File: src/pcr_pkg.sv
// Constants for the copper port management registers.
// Assumes a single 50 MHz system clock.
package pcr_pkg;
  localparam int CLK_HZ = 50_000_000;
  localparam int RST_HOLD_NS = 102_000;
  localparam int RST_HOLD_CYC = (RST_HOLD_NS * (CLK_HZ / 1_000_000) + 999) / 1000;
  localparam int PRE_LEN = 32;
  localparam logic [4:0] IDX_CTRL = 5'h00;
  localparam logic [4:0] IDX_STATE = 5'h01;
  localparam logic [4:0] IDX_IDH = 5'h02;
  localparam logic [4:0] IDX_IDL = 5'h03;
  localparam logic [4:0] IDX_OFFER = 5'h04;
  localparam logic [4:0] IDX_PARTNER = 5'h05;
  localparam logic [4:0] IDX_EXPAN = 5'h06;
  localparam logic [4:0] IDX_MODE = 5'h11;
  localparam logic [4:0] IDX_SPECIAL = 5'h12;
  localparam logic [4:0] IDX_INDIC = 5'h1b;
  localparam logic [4:0] IDX_FLAGS = 5'h1d;
  localparam logic [4:0] IDX_ENABLES = 5'h1e;
  localparam logic [4:0] IDX_SCTRL = 5'h1f;
  localparam int B_RST = 15;
  localparam int B_LOOP = 14;
  localparam int B_SPD = 13;
  localparam int B_AN = 12;
  localparam int B_PD = 11;
  localparam int B_RSV = 10;
  localparam int B_RAN = 9;
  localparam int B_DUP = 8;
  localparam int B_COL = 7;
  localparam logic [15:0] CTRL_WMASK = 16'h7980;
  localparam logic [15:0] STATE_CAP = 16'h7809;
  localparam int ST_AN_DONE = 5;
  localparam int ST_LINK = 2;
  localparam logic [15:0] GEN_RST = 16'h0000;
  localparam logic [15:0] NO_DEV_DATA = 16'hffff;
  localparam logic [1:0] OP_RD = 2'b10;
  localparam logic [1:0] OP_WR = 2'b01;
  localparam int GEN_SLOTS = 6;
endpackage

File: src/pcr_mgmt_if.sv
// Request channel from the serial management frame decoder to the register set.
// Request is a one-cycle pulse; hit and read data answer in the same cycle.
interface pcr_mgmt_if;
  logic req;
  logic wr;
  logic [4:0] phy;
  logic [4:0] idx;
  logic [15:0] wdata;
  logic [15:0] rdata;
  logic hit;
  modport frame (output req, wr, phy, idx, wdata, input rdata, hit);
  modport regs (input req, wr, phy, idx, wdata, output rdata, hit);
endinterface

File: src/pcr_mdio_slave.sv
// Clause 22 management frame decoder on the MII management pins.
// Assumes mdc and mdio_i are synchronous to clk_sys and mdc is much slower.
module pcr_mdio_slave
  import pcr_pkg::*;
(
  input wire logic clk_sys,
  input wire logic nrst,
  input wire logic enable,
  input wire logic mdc,
  input wire logic mdio_i,
  output logic mdio_o,
  output logic mdio_oe,
  pcr_mgmt_if.frame bus
);
  typedef enum logic [2:0] {S_PRE, S_ST, S_HDR, S_TA1, S_TA2, S_DATA} pcr_mdio_st_t;
  pcr_mdio_st_t state_reg;
  logic mdc_reg;
  logic [5:0] cnt_reg;
  logic [10:0] hdr_reg;
  logic [15:0] sh_reg;
  logic rd_reg;
  logic ok_reg;
  logic req_reg;
  logic wr_reg;
  logic [4:0] phy_reg;
  logic [4:0] idx_reg;
  logic rise;
  logic [11:0] full;

  assign rise = mdc & ~mdc_reg;
  assign full = {hdr_reg, mdio_i};
  assign bus.req = req_reg;
  assign bus.wr = wr_reg;
  assign bus.phy = phy_reg;
  assign bus.idx = idx_reg;
  assign bus.wdata = sh_reg;

  always_ff @(posedge clk_sys or negedge nrst) begin
    if (!nrst) mdc_reg <= 1'b0;
    else mdc_reg <= mdc;
  end

  // Frame sequence, 16-bit data per frame
  always_ff @(posedge clk_sys or negedge nrst) begin
    if (!nrst) begin
      state_reg <= S_PRE;
      cnt_reg <= 6'h00;
      hdr_reg <= 11'h000;
      sh_reg <= 16'h0000;
      rd_reg <= 1'b0;
      ok_reg <= 1'b0;
      req_reg <= 1'b0;
      wr_reg <= 1'b0;
      phy_reg <= 5'h00;
      idx_reg <= 5'h00;
      mdio_o <= 1'b0;
      mdio_oe <= 1'b0;
    end else if (!enable) begin
      state_reg <= S_PRE;
      cnt_reg <= 6'h00;
      req_reg <= 1'b0;
      mdio_oe <= 1'b0;
    end else begin
      req_reg <= 1'b0;
      if (req_reg && !wr_reg) begin
        sh_reg <= bus.rdata;
        ok_reg <= bus.hit;
      end
      if (rise) begin
        case (state_reg)
          S_PRE: begin
            if (mdio_i) begin
              if (cnt_reg < 6'(PRE_LEN)) cnt_reg <= cnt_reg + 6'h01;
            end else begin
              if (cnt_reg == 6'(PRE_LEN)) state_reg <= S_ST;
              cnt_reg <= 6'h00;
            end
          end
          S_ST: begin
            state_reg <= mdio_i ? S_HDR : S_PRE;
          end
          S_HDR: begin
            hdr_reg <= full[10:0];
            cnt_reg <= cnt_reg + 6'h01;
            if (cnt_reg == 6'd11) begin
              cnt_reg <= 6'h00;
              phy_reg <= full[9:5];
              idx_reg <= full[4:0];
              rd_reg <= (full[11:10] == OP_RD);
              req_reg <= (full[11:10] == OP_RD);
              wr_reg <= 1'b0;
              ok_reg <= 1'b0;
              state_reg <= (full[11:10] == OP_RD || full[11:10] == OP_WR) ? S_TA1 : S_PRE;
            end
          end
          S_TA1: begin
            mdio_o <= 1'b0;
            mdio_oe <= rd_reg & ok_reg;
            state_reg <= S_TA2;
          end
          S_TA2: begin
            mdio_o <= sh_reg[15];
            sh_reg <= {sh_reg[14:0], 1'b0};
            state_reg <= S_DATA;
          end
          default: begin
            cnt_reg <= cnt_reg + 6'h01;
            if (rd_reg) begin
              mdio_o <= sh_reg[15];
              sh_reg <= {sh_reg[14:0], 1'b0};
            end else begin
              sh_reg <= {sh_reg[14:0], mdio_i};
            end
            if (cnt_reg == 6'd15) begin
              cnt_reg <= 6'h00;
              mdio_oe <= 1'b0;
              req_reg <= ~rd_reg;
              wr_reg <= ~rd_reg;
              state_reg <= S_PRE;
            end
          end
        endcase
      end
    end
  end
endmodule

File: src/pcr_port_regs.sv
// Management register set of the two copper port transceivers.
// Assumes straps are stable at reset release and all inputs are synchronous to clk_sys.
module pcr_port_regs
  import pcr_pkg::*;
#(
  parameter logic [4:0] PORT1_ADDR = 5'h01,
  parameter logic [4:0] PORT2_ADDR = 5'h02,
  // Identification values are arbitrary
  parameter logic [15:0] IDENT_HIGH = 16'h0000,
  parameter logic [15:0] IDENT_LOW = 16'h0000,
  parameter int unsigned RST_HOLD = pcr_pkg::RST_HOLD_CYC
)
(
  input wire logic clk_sys,
  input wire logic nrst,
  input wire logic ext_mgmt_mode,
  input wire logic [1:0] strap_autoneg,
  input wire logic [1:0] strap_speed,
  input wire logic [1:0] strap_duplex,
  input wire logic loader_wr,
  input wire logic loader_port,
  input wire logic [15:0] loader_data,
  input wire logic ind_cmd_wr,
  input wire logic ind_cmd_read,
  input wire logic [4:0] ind_cmd_addr,
  input wire logic [4:0] ind_cmd_index,
  input wire logic ind_val_wr,
  input wire logic [15:0] ind_val_wdata,
  output logic [15:0] ind_val_rdata,
  input wire logic mdc,
  input wire logic mdio_i,
  output logic mdio_o,
  output logic mdio_oe,
  input wire logic [1:0] neg_done,
  input wire logic [1:0] neg_speed_100,
  input wire logic [1:0] neg_full_duplex,
  input wire logic [1:0] link_up,
  input wire logic [1:0][15:0] partner_offer,
  input wire logic [1:0][15:0] event_set,
  output logic [1:0] port_speed_100,
  output logic [1:0] port_full_duplex,
  output logic [1:0] fabric_loop_enable,
  output logic [1:0] transceiver_power_down,
  output logic [1:0] negotiation_enable,
  output logic [1:0] negotiation_restart,
  output logic [1:0] collision_test,
  output logic [1:0] transceiver_reset_hold
);
  localparam int CW = $clog2(RST_HOLD + 1);

  pcr_mgmt_if mif ();

  logic strap_done_reg;
  logic [1:0][15:0] ctrl_reg;
  logic [1:0][CW-1:0] rst_cnt_reg;
  logic [1:0][GEN_SLOTS-1:0][15:0] gen_reg;
  logic [1:0][15:0] flags_reg;
  logic [1:0] restart_reg;
  logic [15:0] value_reg;
  logic acc_rd;
  logic acc_wr;
  logic [4:0] acc_addr;
  logic [4:0] acc_idx;
  logic [15:0] acc_wdata;
  logic acc_hit;
  logic acc_port;
  logic [15:0] acc_rdata;
  logic [1:0] rst_busy;

  // Slot of a plain read/write register, GEN_SLOTS when none
  function automatic logic [2:0] gen_slot(input logic [4:0] idx);
    logic [2:0] s;
    s = 3'(GEN_SLOTS);
    if (idx == IDX_OFFER) s = 3'h0;
    else if (idx == IDX_MODE) s = 3'h1;
    else if (idx == IDX_SPECIAL) s = 3'h2;
    else if (idx == IDX_INDIC) s = 3'h3;
    else if (idx == IDX_ENABLES) s = 3'h4;
    else if (idx == IDX_SCTRL) s = 3'h5;
    return s;
  endfunction

  // Control register value taken from the straps
  function automatic logic [15:0] ctrl_dflt(input logic an, input logic spd, input logic dup);
    logic [15:0] v;
    v = 16'h0000;
    v[B_SPD] = an | spd;
    v[B_AN] = an;
    v[B_DUP] = ~an & dup;
    return v;
  endfunction

  pcr_mdio_slave u_mdio (
    .clk_sys(clk_sys),
    .nrst(nrst),
    .enable(ext_mgmt_mode),
    .mdc(mdc),
    .mdio_i(mdio_i),
    .mdio_o(mdio_o),
    .mdio_oe(mdio_oe),
    .bus(mif.frame)
  );

  always_comb begin
    if (ext_mgmt_mode) begin
      acc_rd = mif.req & ~mif.wr;
      acc_wr = mif.req & mif.wr;
      acc_addr = mif.phy;
      acc_idx = mif.idx;
      acc_wdata = mif.wdata;
    end else begin
      acc_rd = ind_cmd_wr & ind_cmd_read;
      acc_wr = ind_cmd_wr & ~ind_cmd_read;
      acc_addr = ind_cmd_addr;
      acc_idx = ind_cmd_index;
      acc_wdata = value_reg;
    end
  end

  assign acc_hit = (acc_addr == PORT1_ADDR) || (acc_addr == PORT2_ADDR);
  assign acc_port = (acc_addr == PORT2_ADDR);

  always_comb begin
    for (int p = 0; p < 2; p++) begin
      rst_busy[p] = (rst_cnt_reg[p] != '0);
    end
  end

  always_comb begin
    logic [15:0] c;
    logic [15:0] st;
    logic [2:0] s;
    c = ctrl_reg[acc_port];
    st = STATE_CAP;
    s = gen_slot(acc_idx);
    // Busy reset reads one, reserved reads zero
    c[B_RST] = rst_busy[acc_port];
    c[B_RSV] = 1'b0;
    c[B_RAN] = 1'b0;
    st[ST_AN_DONE] = neg_done[acc_port] & ctrl_reg[acc_port][B_AN] & ~ctrl_reg[acc_port][B_PD];
    st[ST_LINK] = link_up[acc_port] & ~ctrl_reg[acc_port][B_PD];
    acc_rdata = 16'h0000;
    if (!acc_hit) acc_rdata = NO_DEV_DATA;
    else if (acc_idx == IDX_CTRL) acc_rdata = c;
    else if (acc_idx == IDX_STATE) acc_rdata = st;
    else if (acc_idx == IDX_IDH) acc_rdata = IDENT_HIGH;
    else if (acc_idx == IDX_IDL) acc_rdata = IDENT_LOW;
    else if (acc_idx == IDX_PARTNER) acc_rdata = partner_offer[acc_port];
    else if (acc_idx == IDX_EXPAN) acc_rdata = 16'h0000;
    else if (acc_idx == IDX_FLAGS) acc_rdata = flags_reg[acc_port];
    else if (s != 3'(GEN_SLOTS)) acc_rdata = gen_reg[acc_port][s];
  end

  assign mif.rdata = acc_rdata;
  assign mif.hit = acc_hit;

  // Strap capture on the first edge after reset release
  always_ff @(posedge clk_sys or negedge nrst) begin
    if (!nrst) strap_done_reg <= 1'b0;
    else strap_done_reg <= 1'b1;
  end

  always_ff @(posedge clk_sys or negedge nrst) begin
    if (!nrst) value_reg <= 16'h0000;
    else if (!ext_mgmt_mode && acc_rd) value_reg <= acc_rdata;
    else if (!ext_mgmt_mode && ind_val_wr) value_reg <= ind_val_wdata;
  end

  assign ind_val_rdata = value_reg;

  always_ff @(posedge clk_sys or negedge nrst) begin
    if (!nrst) begin
      rst_cnt_reg <= '0;
    end else begin
      for (int p = 0; p < 2; p++) begin
        if (rst_busy[p]) begin
          rst_cnt_reg[p] <= rst_cnt_reg[p] - CW'(1);
        end else if (loader_wr && loader_port == p[0]) begin
          // Loader wins over a bus write in the same cycle
          if (loader_data[B_RST]) rst_cnt_reg[p] <= CW'(RST_HOLD);
        end else if (acc_wr && acc_hit && acc_port == p[0] && acc_idx == IDX_CTRL && acc_wdata[B_RST]) begin
          rst_cnt_reg[p] <= CW'(RST_HOLD);
        end
      end
    end
  end

  // Control register per port
  always_ff @(posedge clk_sys or negedge nrst) begin
    if (!nrst) begin
      ctrl_reg <= '0;
    end else begin
      for (int p = 0; p < 2; p++) begin
        if (!strap_done_reg || rst_busy[p]) begin
          // Strap defaults, also under soft reset
          ctrl_reg[p] <= ctrl_dflt(strap_autoneg[p], strap_speed[p], strap_duplex[p]);
        end else if (loader_wr && loader_port == p[0]) begin
          ctrl_reg[p] <= loader_data & CTRL_WMASK;
        end else if (acc_wr && acc_hit && acc_port == p[0] && acc_idx == IDX_CTRL) begin
          // Reserved and self-clearing bits not stored
          ctrl_reg[p] <= acc_wdata & CTRL_WMASK;
        end
      end
    end
  end

  // Negotiation restart pulse
  always_ff @(posedge clk_sys or negedge nrst) begin
    if (!nrst) begin
      restart_reg <= 2'b00;
    end else begin
      for (int p = 0; p < 2; p++) begin
        restart_reg[p] <= strap_done_reg && !rst_busy[p] && acc_wr && acc_hit && acc_port == p[0]
          && acc_idx == IDX_CTRL && acc_wdata[B_RAN];
      end
    end
  end

  // Plain registers return to defaults under soft reset
  always_ff @(posedge clk_sys or negedge nrst) begin
    if (!nrst) begin
      gen_reg <= {2 * GEN_SLOTS{GEN_RST}};
    end else begin
      for (int p = 0; p < 2; p++) begin
        if (rst_busy[p]) begin
          gen_reg[p] <= {GEN_SLOTS{GEN_RST}};
        end else if (acc_wr && acc_hit && acc_port == p[0] && gen_slot(acc_idx) != 3'(GEN_SLOTS)) begin
          gen_reg[p][gen_slot(acc_idx)] <= acc_wdata;
        end
      end
    end
  end

  // Event flags clear on read; a new event wins over the clear
  always_ff @(posedge clk_sys or negedge nrst) begin
    if (!nrst) begin
      flags_reg <= '0;
    end else begin
      for (int p = 0; p < 2; p++) begin
        if (rst_busy[p]) begin
          flags_reg[p] <= event_set[p];
        end else if (acc_rd && acc_hit && acc_port == p[0] && acc_idx == IDX_FLAGS) begin
          flags_reg[p] <= event_set[p];
        end else begin
          flags_reg[p] <= flags_reg[p] | event_set[p];
        end
      end
    end
  end

  // Port controls from the control register
  always_comb begin
    for (int p = 0; p < 2; p++) begin
      port_speed_100[p] = ctrl_reg[p][B_AN] ? neg_speed_100[p] : ctrl_reg[p][B_SPD];
      port_full_duplex[p] = ctrl_reg[p][B_AN] ? neg_full_duplex[p] : ctrl_reg[p][B_DUP];
      fabric_loop_enable[p] = ctrl_reg[p][B_LOOP];
      transceiver_power_down[p] = ctrl_reg[p][B_PD];
      negotiation_enable[p] = ctrl_reg[p][B_AN] & ~ctrl_reg[p][B_PD];
      collision_test[p] = ctrl_reg[p][B_COL];
      transceiver_reset_hold[p] = rst_busy[p];
    end
  end

  assign negotiation_restart = restart_reg;
endmodule

File: config.mk
export PLATFORM = sky130hd
export DESIGN_NAME = pcr_port_regs
export DESIGN_NICKNAME = d
export VERILOG_FILES = /design/src/pcr_pkg.sv /design/src/pcr_mgmt_if.sv /design/src/pcr_mdio_slave.sv /design/src/pcr_port_regs.sv
export SDC_FILE = /design/constraint.sdc
export NUM_CORES = 1
export LEC_CHECK = 0
export ABC_AREA = 1
export BUFFER_PORTS_ARGS = -buffer_cell sky130_fd_sc_hd__buf_2
export CAP_MARGIN = 30
export CORE_MARGIN = 2
export CORE_UTILIZATION = 56
export CTS_BUF_LIST = sky130_fd_sc_hd__clkbuf_2
export DETAILED_ROUTE_END_ITERATION = 12
export PLACE_DENSITY = 0.75
export SLEW_MARGIN = 15
export SYNTH_ARGS = -nofsm -noshare
export SYNTH_HDL_FRONTEND = slang
export SYNTH_SLANG_ARGS = --single-unit
File: constraint.sdc
create_clock -name clk_sys -period 3.77 [get_ports clk_sys]
set_input_delay 0.377 -clock clk_sys [delete_from_list [all_inputs] [get_ports clk_sys]]
set_output_delay 0.377 -clock clk_sys [all_outputs]
set_load 0.05 [all_outputs]
==> flow_summary.ini <==
[sta]
slew_headroom_pct = 33.1
finalCriticalPeriod_ns = 3.57
hold_viol = 0
slew_viol_final = 0
finalSetupViolCount = 0
rsz0062_at_grt = no
tightestPinTransition_ns = 0.997
finalSetupTns_ns = 0
timing.fmax_ghz = 0.280
fin_skew_ns = 0.0840
timing.final.crit_share_pct = 94.6
whs_ns = 0.0186
setup_ws_ns = 0.204

[grt]
grt-ovfl-total = 0
antenna_found_initial = 2
grt_max_degree = 98
globalRouteTotalUtil_pct = 34.3
grt_first_pass_wirelength_microns = 89800
first_global_vias = 16900

[floorplanning]
start_util_pct = 57.0
ioPinCount = 164
die_w_microns = 181
std_cell_rows = 64
die-area_sq_um = 32600
coreArea_sq_um = 30700
die_y_microns = 181

[yosys]
synth_area_leaders = dfrtp_1, nand2_1, o21ai_0
ys_seq_area_share_pct = 47.8
ys_ff_latch = 334
synthCells = 2265
synthFlopType = dfrtp_1
yosysTopAreaCellShare_pct = 47.8
ys_warn_count = 0
syn_nets = 2400
synth_edf_count = 0
syn_avg_cell_area_sq_um = 7.72
yosys.area.top_type = dfrtp_1
syn_area_sq_um = 17500
async_flop_share_pct = 100
synthDistinctLibCells = 52

[pwr]
comb_power_share_pct = 15.5
powerDensity_nw_per_um2 = 373
switching_power_uw = 2440
p_sw_share_pct = 32.1
leakagePower_uw = 0.00973
p_seq_share_pct = 50.2
clock_power_share_pct = 34.3
p_int_uw = 5170
irDropWorstVdd_mv = 0.272

[hold_path]
hold_class = input pin to async pin

[clock_tree]
clock-sinks = 334
cts_resized = 0
clock_latency_ns = 0.97
post-cts-setup-buffers = 0
cts_buffers = 87
postCtsHoldBufs = 95
cts_tree = done
cts.root.buffer_cell = clkbuf_2
htreeDepth = 3
clockBufferDepth = 3
path_clk_slew_ns = 0.10

[critical_path]
critPathLaunchType = register
critical_path_cell_count = 18
critical_path_arrival_ns = 4.35
crit_path_end_kind = register
cp.required_ns = 4.56
cp_top_family = buffers and inverters
slowest_stage = dlygate4sd3_1
critPathMostFrequentCell = inv_1
max_stage_delay_ns = 0.57
crit_chain = inv_1 > ha_1 > inv_1 > nor2_1 > inv_1 > nor2_1 > inv_1 > nor2_1 > nand2_1 > nor2_1 > inv_1 > nor3_1 > buf_4 > inv_1 > o22ai_1 > dlygate4sd3_1 > a21oi_1 > dlygate4sd3_1
r2r_cells = 18
cp_max_fo = 7
criticalPathCategory = register to register
critical_path_buf_inv_count = 9

[detailed_routing]
drt_drc_violations_left = 0
post_drt_wl_per_cell_microns = 18.7
vias_per_cell = 5.86
wirelength_microns = 56100
antenna_left = 0
drtIter0Drc = 1955
dr.pass1.iters = 5
vias = 17600

[run]
drv_cap = 0

[final_layout]
stdcell_area_sq_um = 20400
largest_register_ffs = 192
drive_above_1_share_pct = 15.6
layout.cells.non_filler = 3000
fin_nets = 2671
nFillCells = 2612
synthToLayoutAreaGrowth_pct = 16.7

[placement]
routabilityCongestion = 0.931
postPlaceCellArea_sq_um = 18600
hpwl_microns = 37300
pre_cts_slack_ns = 0.562
dp_cells = 2748
io_buffers = 154

[run_status]
status = completed
## stage by stage
step / util, % / power (uW)
finish: 66.5 / 7610
global route: 66.5 / 7960
CTS: 66.5 / 7580
detailed placement: 60.8 / 4920
global placement: 60.8 / 4900
floorplan: - / 4480
## cells by family (layout without fill, tap and decap cells)
| kind of cell | after synthesis | in the layout | share of synthesized area [%] |
|---|---|---|---|
| simple gates | 971 | 971 | 23.4 |
| compound gates | 554 | 554 | 18.4 |
| buf+inv | 395 | 731 | 9.72 |
| flops | 334 | 334 | 47.8 |
| fa+ha+maj | 5 | 5 | 0.358 |
| xor+xnor | 4 | 4 | 0.200 |
| other cells | 1 | 4 | 0.0215 |
| mux | 1 | 1 | 0.0573 |
## area by class of cell
| class | count | area [sq um] | share of cell area, % |
|---|---|---|---|
| flip-flops and latches | 334 | 8360 | 41.0 |
| clock inverters | 22 | 140 | 0.687 |
| well taps | 396 | 495 | 2.43 |
| repair buffers | 303 | 2270 | 11.1 |
| diodes | 3 | 7.51 | 0.0368 |
| multi-input cells | 1536 | 7440 | 36.4 |
| clock buffers | 132 | 661 | 3.24 |
| inverters | 274 | 1030 | 5.06 |
## Yosys cell counts (6+ instances only)
| cell type | number |
|---|---|
| buf_2 | 36 |
| o21bai_1 | 32 |
| dfrtp_1 | 334 |
| o31ai_1 | 6 |
| nand2_2 | 8 |
| buf_1 | 10 |
| nand3_1 | 134 |
| o22ai_1 | 104 |
| nor2_1 | 143 |
| buf_4 | 10 |
| inv_2 | 9 |
| o21ai_0 | 253 |
| clkbuf_1 | 47 |
| nor2_2 | 8 |
| buf_6 | 17 |
| o21ai_1 | 45 |
| o21a_1 | 16 |
| nand4_1 | 33 |
| nor3_1 | 18 |
| nand2_1 | 603 |
| a21oi_1 | 56 |
| o211ai_1 | 10 |
| o211ai_2 | 8 |
| nand2_4 | 8 |
| inv_1 | 262 |
## layer usage
metal | vias up | share of wire (%) | GRT usage (%)
li1 | 8043 | - | -
met1 | 8353 | 39 | 45.6
met2 | 1027 | 47 | 54.6
met3 | 151 | 10 | 7.78
met4 | 0 | 3.6 | 14.1
met5 | - | 0 | 0
## power groups by stage
stage	Clock (uW)	Sequential, uW	Combinational [uW]
after floorplan	0	3950	534
after global placement	0	3880	1020
after detailed placement	0	3880	1040
after CTS	2620	3810	1140
after global routing	2840	3830	1280
final	2610	3820	1180
## worst register-to-register path, cell delays in order (launching register included)
cell	delay (ns)
dfrtp_1	0.42
inv_1	0.07
ha_1	0.13
inv_1	0.05
nor2_1	0.08
inv_1	0.06
nor2_1	0.15
inv_1	0.10
nor2_1	0.14
nand2_1	0.24
nor2_1	0.22
inv_1	0.10
nor3_1	0.17
buf_4	0.18
inv_1	0.06
o22ai_1	0.11
dlygate4sd3_1	0.57
a21oi_1	0.04
dlygate4sd3_1	0.57
## path summary, 6_finish.rpt
kind / end / slack, ns / from
worst max-delay path: ctrl_reg[29] / 0.20 / rst_cnt_reg[13]
worst min register to register: rst_cnt_reg[0] / 0.47 / rst_cnt_reg[0]
worst max register to register: ctrl_reg[29] / 0.20 / rst_cnt_reg[13]
max in group asynchronous: rst_cnt_reg[3] / 2.73 / nrst
worst min-delay path: gen_reg[86] / 0.02 / nrst
min in group clk_sys: ind_val_rdata[15] / 0.02 / ind_cmd_read
## placed cells by master (no fill, tap or decap), drive strengths merged, types with 2 or more instances in the layout
cell           n
nand2        619
dfrtp        334
o21ai        299
inv          275
buf          208
nor2         154
nand3        136
clkbuf       132
o22ai        108
dlygate4sd3   95
a21oi         56
nand4         33
o21bai        32
nor3          20
clkinv        19
o211ai        18
o21a          16
o31ai          6
a31oi          5
nor4           5
ha             5
o221ai         4
diode          3
xor2           3
o41ai          3
or4            2
a211oi         2
bufinv         2
(Power assumes the default switching activity.)
